`src/dram_timing_cfg.svh`:
```
/*
 Register indexes, field positions, reset values and write masks for the
 display memory timing and refresh controller. Assumes 8-bit indexed access.
*/
`ifndef DRAM_TIMING_CFG_SVH
`define DRAM_TIMING_CFG_SVH

`define IDX_ROW_STROBE_TIMING 8'h26
`define IDX_COLUMN_STROBE_TIMING 8'h27
`define IDX_REFRESH_SETUP 8'h28
`define IDX_DISPLAY_FETCH_BURST 8'h29
`define IDX_MODE_SELECT 8'h21
`define IDX_FIFO_DEPTH 8'h20

`define RST_ROW_STROBE_TIMING 8'h01
`define RST_COLUMN_STROBE_TIMING 8'h10
`define RST_REFRESH_SETUP 8'h03
`define RST_DISPLAY_FETCH_BURST 8'h04
`define RST_MODE_SELECT 8'h00
`define RST_FIFO_DEPTH 8'h81

`define MASK_ROW_STROBE_TIMING 8'h0B
`define MASK_COLUMN_STROBE_TIMING 8'h37
`define MASK_REFRESH_SETUP 8'h0B
`define MASK_DISPLAY_FETCH_BURST 8'h07
`define MASK_FIFO_DEPTH 8'hCF

`define ROW_PRECHARGE_LSB 0
`define ROW_HALF_BIT 3
`define COL_PRECHARGE_BIT 0
`define COL_HALF_BIT 1
`define COL_PULSE_BIT 2
`define ROW_TO_COL_LSB 4
`define REFRESH_COUNT_LSB 0
`define REFRESH_TYPE_BIT 3
`define SYNC_MODE_BIT 7

`define SEQ_RESET_INDEX 8'h00
`define SEQ_RESET_RUN 8'h03

`endif

```
`src/dram_timing_pkg.sv`:
```
/*
 Types for the display memory timing controller.
 Assumes the cfg header supplies all numeric constants.
*/
package dram_timing_pkg;

    typedef enum logic [6:0] {
        ST_IDLE = 7'h01,
        ST_PRE_ENTRY = 7'h02,
        ST_PRE_HOLD = 7'h04,
        ST_ROW_TO_COL = 7'h08,
        ST_COL_PRE = 7'h10,
        ST_COL_PULSE = 7'h20,
        ST_CBR = 7'h40
    } cycle_state_type;

    typedef enum logic [2:0] {
        REQ_NONE = 3'h1,
        REQ_DISPLAY = 3'h2,
        REQ_REFRESH = 3'h4,
        REQ_HOST = 3'h0
    } requester_type;

    typedef struct packed {
        logic row_strobe_n;
        logic column_strobe_n;
        logic row_half_early;
        logic column_half_early;
    } strobe_bus_type;

    typedef struct packed {
        logic write;
        logic [7:0] index;
        logic [7:0] data;
    } reg_access_type;

endpackage

```
`src/refresh_pacer.sv`:
```
/*
 Refresh pacer: counts refresh cycles owed per scan line.
 Assumes line_start_in is a one-cycle pulse in the clk_sys_in domain.
*/
`timescale 1ns/100ps
`include "dram_timing_cfg.svh"

module refresh_pacer
    import dram_timing_pkg::*;
(
    // Clock and reset
    input wire logic clk_sys_in,
    input wire logic reset_in,
    // Setup
    input wire logic [1:0] refresh_count_in,
    input wire logic legacy_refresh_select_in,
    // Handshake
    input wire logic line_start_in,
    input wire logic refresh_done_in,
    output logic refresh_request_out
);

    logic [2:0] owed_reg;
    logic [2:0] per_line;

    // Legacy select: clear gives 3 cycles, set gives 5
    always_comb
    begin
        unique case (refresh_count_in)
            2'h1: per_line = 3'h1;
            2'h2: per_line = 3'h2;
            2'h3: per_line = legacy_refresh_select_in ? 3'h5 : 3'h3;
            default: per_line = 3'h0;
        endcase
    end

    always_ff @(posedge clk_sys_in)
    begin
        if (reset_in)
            owed_reg <= 3'h0;
        else if (line_start_in)
            owed_reg <= per_line;
        else if (refresh_done_in && owed_reg != 3'h0)
            owed_reg <= owed_reg - 3'h1;
    end

    assign refresh_request_out = (owed_reg != 3'h0);

endmodule // refresh_pacer

```
`src/dram_timing_ctrl.sv`:
```
/*
 Display memory DRAM cycle sequencer with indexed timing registers.
 Assumes host I/O decode presents index/data writes already resolved,
 all request inputs are on clk_sys_in (the memory clock), and a half-clock
 phase is realised by strobe pads using the *_half_early outputs.
*/
`timescale 1ns/100ps
`include "dram_timing_cfg.svh"

// Operation
// - Row precharge is one entry state plus 1 to 4 hold states, giving 2 to 5 clocks.
// - Row half-clock bit trims precharge and widens the row pulse by half a clock.
// - Row active width is row-to-column delay plus column precharge plus pulse width.
// - Column precharge is one clock; the other code is reserved and not used.
// - Column half-clock bit trims column precharge and widens the pulse by half a clock.
// - Column pulse is one or two pulse states as the pulse bit says.
// - Row-to-column states number 1 to 4 from the two-bit delay field.
// - Reset timing is 3 clocks row precharge, 1 column precharge and pulse, 2 delay.
// - Refresh field gives none, 1 or 2 cycles per line or follows the legacy select.
// - Refresh type selects column-before-row or row-only refresh; register resets to 03h.
// - Each display fetch is a burst of 4, 8, 16 or 32 back-to-back accesses.
// - Synchronous mode bit is held but not implemented; logic runs asynchronously.
// - Display FIFO level at or below the threshold in graphics mode makes display fetch win the bus.
module dram_timing_ctrl
    import dram_timing_pkg::*;
(
    // Clock and reset
    input wire logic clk_sys_in,
    input wire logic reset_in,
    // Indexed register port
    input wire reg_access_type reg_access_in,
    input wire logic reg_strobe_in,
    input wire logic [7:0] reg_read_index_in,
    output logic [7:0] reg_read_data_out,
    input wire logic sequencer_reset_held_in,
    // Display and CRT side
    input wire logic line_start_in,
    input wire logic legacy_refresh_select_in,
    input wire logic graphics_mode_in,
    input wire logic [3:0] fifo_level_in,
    input wire logic display_request_in,
    input wire logic host_request_in,
    input wire logic wide_bus_in,
    // Memory side
    output strobe_bus_type strobe_out,
    output logic access_strobe_out,
    output logic [2:0] grant_out,
    output logic refresh_active_out,
    output logic [5:0] burst_remaining_out,
    output logic wide_access_out,
    output logic sync_mode_out
);

    logic [7:0] row_strobe_timing_reg;
    logic [7:0] column_strobe_timing_reg;
    logic [7:0] refresh_setup_reg;
    logic [7:0] display_fetch_burst_reg;
    logic [7:0] mode_select_reg;
    logic [7:0] fifo_depth_reg;
    cycle_state_type state_reg;
    cycle_state_type state_next;
    requester_type owner_reg;
    logic [2:0] count_reg;
    logic [5:0] burst_reg;
    logic refresh_request;
    logic refresh_done;
    logic display_urgent;
    logic wr;

    function automatic logic [5:0] burst_len(input logic [2:0] code);
        unique case (code[1:0])
            2'h0: burst_len = 6'h04;
            2'h1: burst_len = 6'h08;
            2'h2: burst_len = 6'h10;
            default: burst_len = 6'h20;
        endcase
    endfunction

    // Row strobe low in the state about to be entered
    function automatic logic row_active(input cycle_state_type st, input requester_type who);
        row_active = (st == ST_ROW_TO_COL) || (st == ST_CBR)
            || ((st == ST_COL_PRE || st == ST_COL_PULSE) && who != REQ_REFRESH);
    endfunction

    // Column strobe low, including the column-first refresh state
    function automatic logic column_active(input cycle_state_type st,
        input requester_type who, input logic row_only);
        column_active = (st == ST_COL_PULSE)
            || (who == REQ_REFRESH && !row_only && st == ST_CBR);
    endfunction

    // Write qualified by the strobe
    assign wr = reg_strobe_in && reg_access_in.write;

    // Timing registers, reserved bits kept zero
    always_ff @(posedge clk_sys_in)
    begin
        if (reset_in)
        begin
            row_strobe_timing_reg <= `RST_ROW_STROBE_TIMING;
            column_strobe_timing_reg <= `RST_COLUMN_STROBE_TIMING;
            refresh_setup_reg <= `RST_REFRESH_SETUP;
            display_fetch_burst_reg <= `RST_DISPLAY_FETCH_BURST;
            fifo_depth_reg <= `RST_FIFO_DEPTH;
        end
        else if (wr)
        begin
            unique case (reg_access_in.index)
                `IDX_ROW_STROBE_TIMING:
                    row_strobe_timing_reg <= reg_access_in.data & `MASK_ROW_STROBE_TIMING;
                `IDX_COLUMN_STROBE_TIMING:
                    column_strobe_timing_reg <= reg_access_in.data & `MASK_COLUMN_STROBE_TIMING;
                `IDX_REFRESH_SETUP:
                    refresh_setup_reg <= reg_access_in.data & `MASK_REFRESH_SETUP;
                `IDX_DISPLAY_FETCH_BURST:
                    display_fetch_burst_reg <= reg_access_in.data & `MASK_DISPLAY_FETCH_BURST;
                `IDX_FIFO_DEPTH:
                    fifo_depth_reg <= reg_access_in.data & `MASK_FIFO_DEPTH;
                default:
                    row_strobe_timing_reg <= row_strobe_timing_reg;
            endcase
        end
    end

    // Clock mode only accepted under sequencer reset
    always_ff @(posedge clk_sys_in)
    begin
        if (reset_in)
            mode_select_reg <= `RST_MODE_SELECT;
        else if (wr && reg_access_in.index == `IDX_MODE_SELECT && sequencer_reset_held_in)
            mode_select_reg <= reg_access_in.data;
    end

    // Read mux; unmapped indexes read zero
    always_comb
    begin
        unique case (reg_read_index_in)
            `IDX_ROW_STROBE_TIMING: reg_read_data_out = row_strobe_timing_reg;
            `IDX_COLUMN_STROBE_TIMING: reg_read_data_out = column_strobe_timing_reg;
            `IDX_REFRESH_SETUP: reg_read_data_out = refresh_setup_reg;
            `IDX_DISPLAY_FETCH_BURST: reg_read_data_out = display_fetch_burst_reg;
            `IDX_MODE_SELECT: reg_read_data_out = mode_select_reg;
            `IDX_FIFO_DEPTH: reg_read_data_out = fifo_depth_reg;
            default: reg_read_data_out = 8'h00;
        endcase
    end

    // Synchronous mode not built; memory logic stays on the memory clock
    assign sync_mode_out = mode_select_reg[`SYNC_MODE_BIT];

    refresh_pacer u_pacer (
        .clk_sys_in(clk_sys_in),
        .reset_in(reset_in),
        .refresh_count_in(refresh_setup_reg[`REFRESH_COUNT_LSB +: 2]),
        .legacy_refresh_select_in(legacy_refresh_select_in),
        .line_start_in(line_start_in),
        .refresh_done_in(refresh_done),
        .refresh_request_out(refresh_request)
    );

    assign display_urgent = graphics_mode_in && display_request_in
        && (fifo_level_in <= fifo_depth_reg[3:0]);

    // Next state; precharge states reload count
    always_comb
    begin
        state_next = state_reg;
        unique case (state_reg)
            ST_IDLE:
                if (display_urgent || refresh_request || host_request_in
                    || display_request_in)
                    state_next = ST_PRE_ENTRY;
            ST_PRE_ENTRY:
                state_next = ST_PRE_HOLD;
            ST_PRE_HOLD:
                if (count_reg == 3'h0)
                    state_next = (owner_reg == REQ_REFRESH) ?
                        (refresh_setup_reg[`REFRESH_TYPE_BIT] ? ST_CBR : ST_COL_PRE)
                        : ST_ROW_TO_COL;
            ST_ROW_TO_COL:
                if (count_reg == 3'h0)
                    state_next = ST_COL_PRE;
            ST_COL_PRE:
                state_next = ST_COL_PULSE;
            ST_COL_PULSE:
                if (count_reg == 3'h0)
                    state_next = (owner_reg == REQ_DISPLAY && burst_reg > 6'h1) ?
                        ST_COL_PRE : (owner_reg == REQ_REFRESH ? ST_CBR : ST_IDLE);
            ST_CBR:
                state_next = ST_IDLE;
            default:
                state_next = ST_IDLE;
        endcase
    end

    // Cycle state register
    always_ff @(posedge clk_sys_in)
    begin
        if (reset_in)
            state_reg <= ST_IDLE;
        else
            state_reg <= state_next;
    end

    // Per-state counter: loaded on entry, counts down
    always_ff @(posedge clk_sys_in)
    begin
        if (reset_in)
            count_reg <= 3'h0;
        else if (state_next != state_reg || state_next == ST_COL_PRE)
        begin
            unique case (state_next)
                ST_PRE_HOLD:
                    count_reg <= {1'b0, row_strobe_timing_reg[`ROW_PRECHARGE_LSB +: 2]};
                ST_ROW_TO_COL:
                    count_reg <= {1'b0, column_strobe_timing_reg[`ROW_TO_COL_LSB +: 2]};
                ST_COL_PULSE:
                    count_reg <= {2'h0, column_strobe_timing_reg[`COL_PULSE_BIT]};
                default:
                    count_reg <= 3'h0;
            endcase
        end
        else if (count_reg != 3'h0)
            count_reg <= count_reg - 3'h1;
    end

    // Arbitration at idle: urgent display, refresh, host, display
    always_ff @(posedge clk_sys_in)
    begin
        if (reset_in)
            owner_reg <= REQ_NONE;
        else if (state_reg == ST_IDLE && state_next == ST_PRE_ENTRY)
        begin
            if (display_urgent)
                owner_reg <= REQ_DISPLAY;
            else if (refresh_request)
                owner_reg <= REQ_REFRESH;
            else if (host_request_in)
                owner_reg <= REQ_HOST;
            else
                owner_reg <= REQ_DISPLAY;
        end
        else if (state_next == ST_IDLE)
            owner_reg <= REQ_NONE;
    end

    // Burst counter for display fetches
    always_ff @(posedge clk_sys_in)
    begin
        if (reset_in)
            burst_reg <= 6'h00;
        else if (state_reg == ST_IDLE)
            burst_reg <= burst_len(display_fetch_burst_reg[2:0]);
        else if (state_reg == ST_COL_PULSE && count_reg == 3'h0 && burst_reg != 6'h0)
            burst_reg <= burst_reg - 6'h1;
    end

    // Refresh counted once per completed cycle
    assign refresh_done = (state_reg == ST_CBR);

    // Registered strobes; row active spans delay, column precharge and pulse
    always_ff @(posedge clk_sys_in)
    begin
        if (reset_in)
        begin
            strobe_out <= '{1'b1, 1'b1, 1'b0, 1'b0};
        end
        else
        begin
            // Row low from row-to-column through last pulse
            strobe_out.row_strobe_n <= !row_active(state_next, owner_reg);
            // Column before row on refresh when type bit clear
            strobe_out.column_strobe_n <= !column_active(state_next, owner_reg,
                refresh_setup_reg[`REFRESH_TYPE_BIT]);
            strobe_out.row_half_early <= row_strobe_timing_reg[`ROW_HALF_BIT];
            strobe_out.column_half_early <= column_strobe_timing_reg[`COL_HALF_BIT];
        end
    end

    // Access pulse, bus width and refresh flag
    always_ff @(posedge clk_sys_in)
    begin
        if (reset_in)
        begin
            access_strobe_out <= 1'b0;
            wide_access_out <= 1'b0;
            refresh_active_out <= 1'b0;
        end
        else
        begin
            access_strobe_out <= (state_next == ST_COL_PULSE && state_reg != ST_COL_PULSE);
            wide_access_out <= wide_bus_in;
            refresh_active_out <= (owner_reg == REQ_REFRESH);
        end
    end

    // Owner and burst count straight from registers
    assign grant_out = owner_reg;
    assign burst_remaining_out = burst_reg;

endmodule // dram_timing_ctrl

```
`config.mk`:
```
export PLATFORM = sky130hd
export DESIGN_NAME = dram_timing_ctrl
export DESIGN_NICKNAME = d
export VERILOG_FILES = /design/src/dram_timing_pkg.sv /design/src/refresh_pacer.sv /design/src/dram_timing_ctrl.sv
export VERILOG_INCLUDE_DIRS = /design/src
export SDC_FILE = /design/constraint.sdc
export NUM_CORES = 1
export LEC_CHECK = 0
export BUFFER_PORTS_ARGS = -buffer_cell sky130_fd_sc_hd__clkbuf_2
export CORE_UTILIZATION = 30
export DETAILED_ROUTE_END_ITERATION = 12
export SKIP_LAST_GASP = 1
export SLEW_MARGIN = 40
export SYNTH_ARGS = -nofsm -noshare
export SYNTH_HDL_FRONTEND = slang
export SYNTH_SLANG_ARGS = --single-unit
export TNS_END_PERCENT = 20
```
`constraint.sdc`:
```
create_clock -name clk_sys_in -period 2.1 [get_ports clk_sys_in]
set_input_delay 0.21 -clock clk_sys_in [delete_from_list [all_inputs] [get_ports clk_sys_in]]
set_output_delay 0.21 -clock clk_sys_in [all_outputs]
set_load 0.01 [all_outputs]
```
==> metrics.md <==
| Metric | Value |
|---|---|
| Die width | 104 um |
| Sequential area share after synthesis | 36.2% |
| DR vias/cell | 5.01 |
| Combinational Power Share | 16.3% |
| Total CTS buffers | 9 |
| EDFF count, synth | 0 |
| IO Pins | 64 |
| NetSw | 785 uW |
| Flop pwr share | 44.5% |
| CP max FO | 4 |
| Core ar. | 10200 um^2 |
| Hold path cells | 2 |
| First-pass GRT wire length | 12500 um |
| Commonest non-fill, non-tap cell in the layout | clkbuf_2 |
| Most frequent cells in the layout | clkbuf_2, dfxtp_1, nor2_1 |
| Area Overhead vs Synth | 21.7% |
| Post-DRT Antenna Nets | 0 |
| Largest net degree at the start of global routing | 30 |
| Critical path startpoint category | flip-flop |
| Post-route cell area | 3830 um^2 |
| Max Clock Freq | 499 MHz |
| Nets | 465 |
| Final Hold Fails | 0 |
| Synth cell types | 62 |
| Die height | 104 um |
| CP endpoint kind | flip-flop |
| RSZ-0062 raised after global routing | true |
| Clock Tree Buf Depth | 2 |
| Layout cells sized above 1 | 25.2% |
| Filler cell count in the final layout | 1068 |
| #FFs+latches synth | 57 |
| CTS tree | done |
| Primary FF master, synth | dfxtp_1 |
| DRC violation count after routing | 0 |
| H-tree levels | 3 |
| Initial DRT Pass Iterations | 6 |
| Synth warnings | 0 |
| Area leader, netlist | dfxtp_1 |
| Pleak | 0.00166 uW |
| GP Congestion | 0.802 |
| Syn Area/Cell | 9.02 um^2 |
| Starting Density | 30.8% |
| Clock Pin Slew Worst Setup and Hold Paths | 70 ps |
| Per-cell routed wire length | 13.6 um |
| Max-cap viol count | 0 |
| All-Layer GR Usage | 14.4% |
| Clock skew | 7.94 ps |
| Clk network pwr share | 39.1% |
| Hold slack | 77.1 ps |
| CTS Sinks | 57 |
| Port Buf Inserts | 63 |
| Final setup fails | 0 |
| Classification of the worst setup path | flip-flop to flip-flop |
| Worst path required time | 2390 ps |
| Worst Reg-to-Reg Cells | 7 |
| Clock Latency Late Sink | 340 ps |
| Slew HR | 56.4% |
| Gr ovfl total | 0 |
| Max reg flops | 8 |
| Status | finished clean |
| Pwr dens | 693 nW/um^2 |
| Synth top area cells | dfxtp_1, mux2i_1, nor2_1 |
| Switching share of power | 29.5% |
| Post-Synthesis Cells | 349 |
| Arr. time, crit path | 2300 ps |
| Placed Area | 3620 um^2 |
| Setup TNS | 0 ps |
| Mapped Nets | 399 |
| Vias in the first global route | 2575 |
| Setup slack at placement | -8.39 ps |
| Final WL | 7560 um |
| Peak VDD IR | 317 uV |
| Routed vias | 2784 |
| CTS root buf | clkbuf_8 |
| Final slew viol count | 0 |
| Worst-Margin Slew | 655 ps |
| Post-route setup slack | 94.1 ps |
| Tcrit/Tclk final | 95.5% |
| N_diodes | 0 |
| HP Class | primary input to flip-flop |
| Cell Int Power | 1870 uW |
| Asr flop ratio synth | 0% |
| Initial antenna violation count | 0 |
| Site Rows | 37 |
| Fin util | 37.4% |
| Drt first-iter violations | 42 |
| Final min period | 2010 ps |
| Setup Fix Bufs, Post-CTS | 0 |
| DIE AREA | 10900 um^2 |
| Post-synth top area share | 36.2% |
| DP HPWL | 5830 um |
| Syn Std Cell Area | 3150 um^2 |
## synth_stat cells, drive strengths merged (2+ instances only)
library cell   n
a2111oi        3
a211o          7
a211oi         6
a21oi         13
a22oi          3
and3           2
buf            9
clkbuf         9
dfxtp         57
ha            11
inv           21
mux2i         30
mux4           2
nand2         12
nand2b         5
nand3          8
nand4          9
nand4b         3
nor2          48
nor2b         13
nor3          15
nor3b          4
nor4           5
nor4b          5
o211ai         3
o21ai         11
o21bai         2
o22ai          2
o31ai          2
or3            2
xnor2          4
xor2           7
## power groups by stage
| stage | combinational [uW] | sequential (uW) | clock (uW) |
|---|---|---|---|
| finish | 434 | 1180 | 1040 |
| detailed placement | 433 | 1210 | 0 |
| CTS | 435 | 1180 | 1070 |
| global route | 484 | 1190 | 1110 |
| floorplan | 286 | 1190 | 0 |
| global placement | 427 | 1210 | 0 |
## through the flow
step | power [uW] | instances
floorplan | 1480 | 349
global placement | 1630 | 540
detailed placement | 1640 | 540
CTS | 2690 | 556
global route | 2780 | 556
finish | 2660 | 556
## cells by family after synthesis
group	after synthesis	share of synthesized area, %
AND/OR/NAND/NOR	138	25.5
AO/OA/AOI/OAI	61	14.1
flip-flops	57	36.2
buffers and inverters	39	5.72
multiplexers	32	11.0
XOR/XNOR	11	3.06
adder cells (fa/ha/maj)	11	4.37
## worst paths after layout
check	startpoint	endpoint	slack (ps)
max	burst_remaining_out[1]$_SDFFE_PP0P_	grant_out[1]$_SDFFE_PP0P_	90
min	wide_bus_in	wide_access_out$_SDFF_PP0_	80
max reg2reg	burst_remaining_out[1]$_SDFFE_PP0P_	grant_out[1]$_SDFFE_PP0P_	90
min reg2reg	count_reg[0]$_SDFFE_PP0P_	count_reg[0]$_SDFFE_PP0P_	490
## critical path: stages, from the launching register on
cell	delay [ps]
dfxtp_1	380
inv_1	90
ha_1	210
or2_0	220
a2111o_1	440
a32oi_2	230
nor4b_1	270
a21o_1	120
## layout make-up
cell class	count	area (um^2)	area share, %
Clock inverter	7	77.6	2.02
Inverter	21	78.8	2.06
Tap cell	136	170	4.44
Clock buffer	9	124	3.23
Sequential cell	57	1140	29.8
Multi-Input combinational cell	253	1840	47.9
Timing Repair Buffer	73	403	10.5
## per-layer routing
| metal | vias to the layer above | track usage, % | routed length (um) |
|---|---|---|---|
| li1 | 1393 | - | - |
| met1 | 1315 | 18.0 | 3610 |
| met2 | 72 | 23.5 | 3520 |
| met3 | 4 | 3.76 | 367 |
| met4 | 0 | 5.71 | 54 |
| met5 | - | 0 | 0 |
## repair_timing
action | 4_1_cts | 5_1_grt
hold buffers | 0 | 0
endpoints found under the hold margin | 0 | 0
gates resized for setup | 1 | 2
endpoints found under the setup margin | 1 | 8
(Power assumes the default switching activity.)
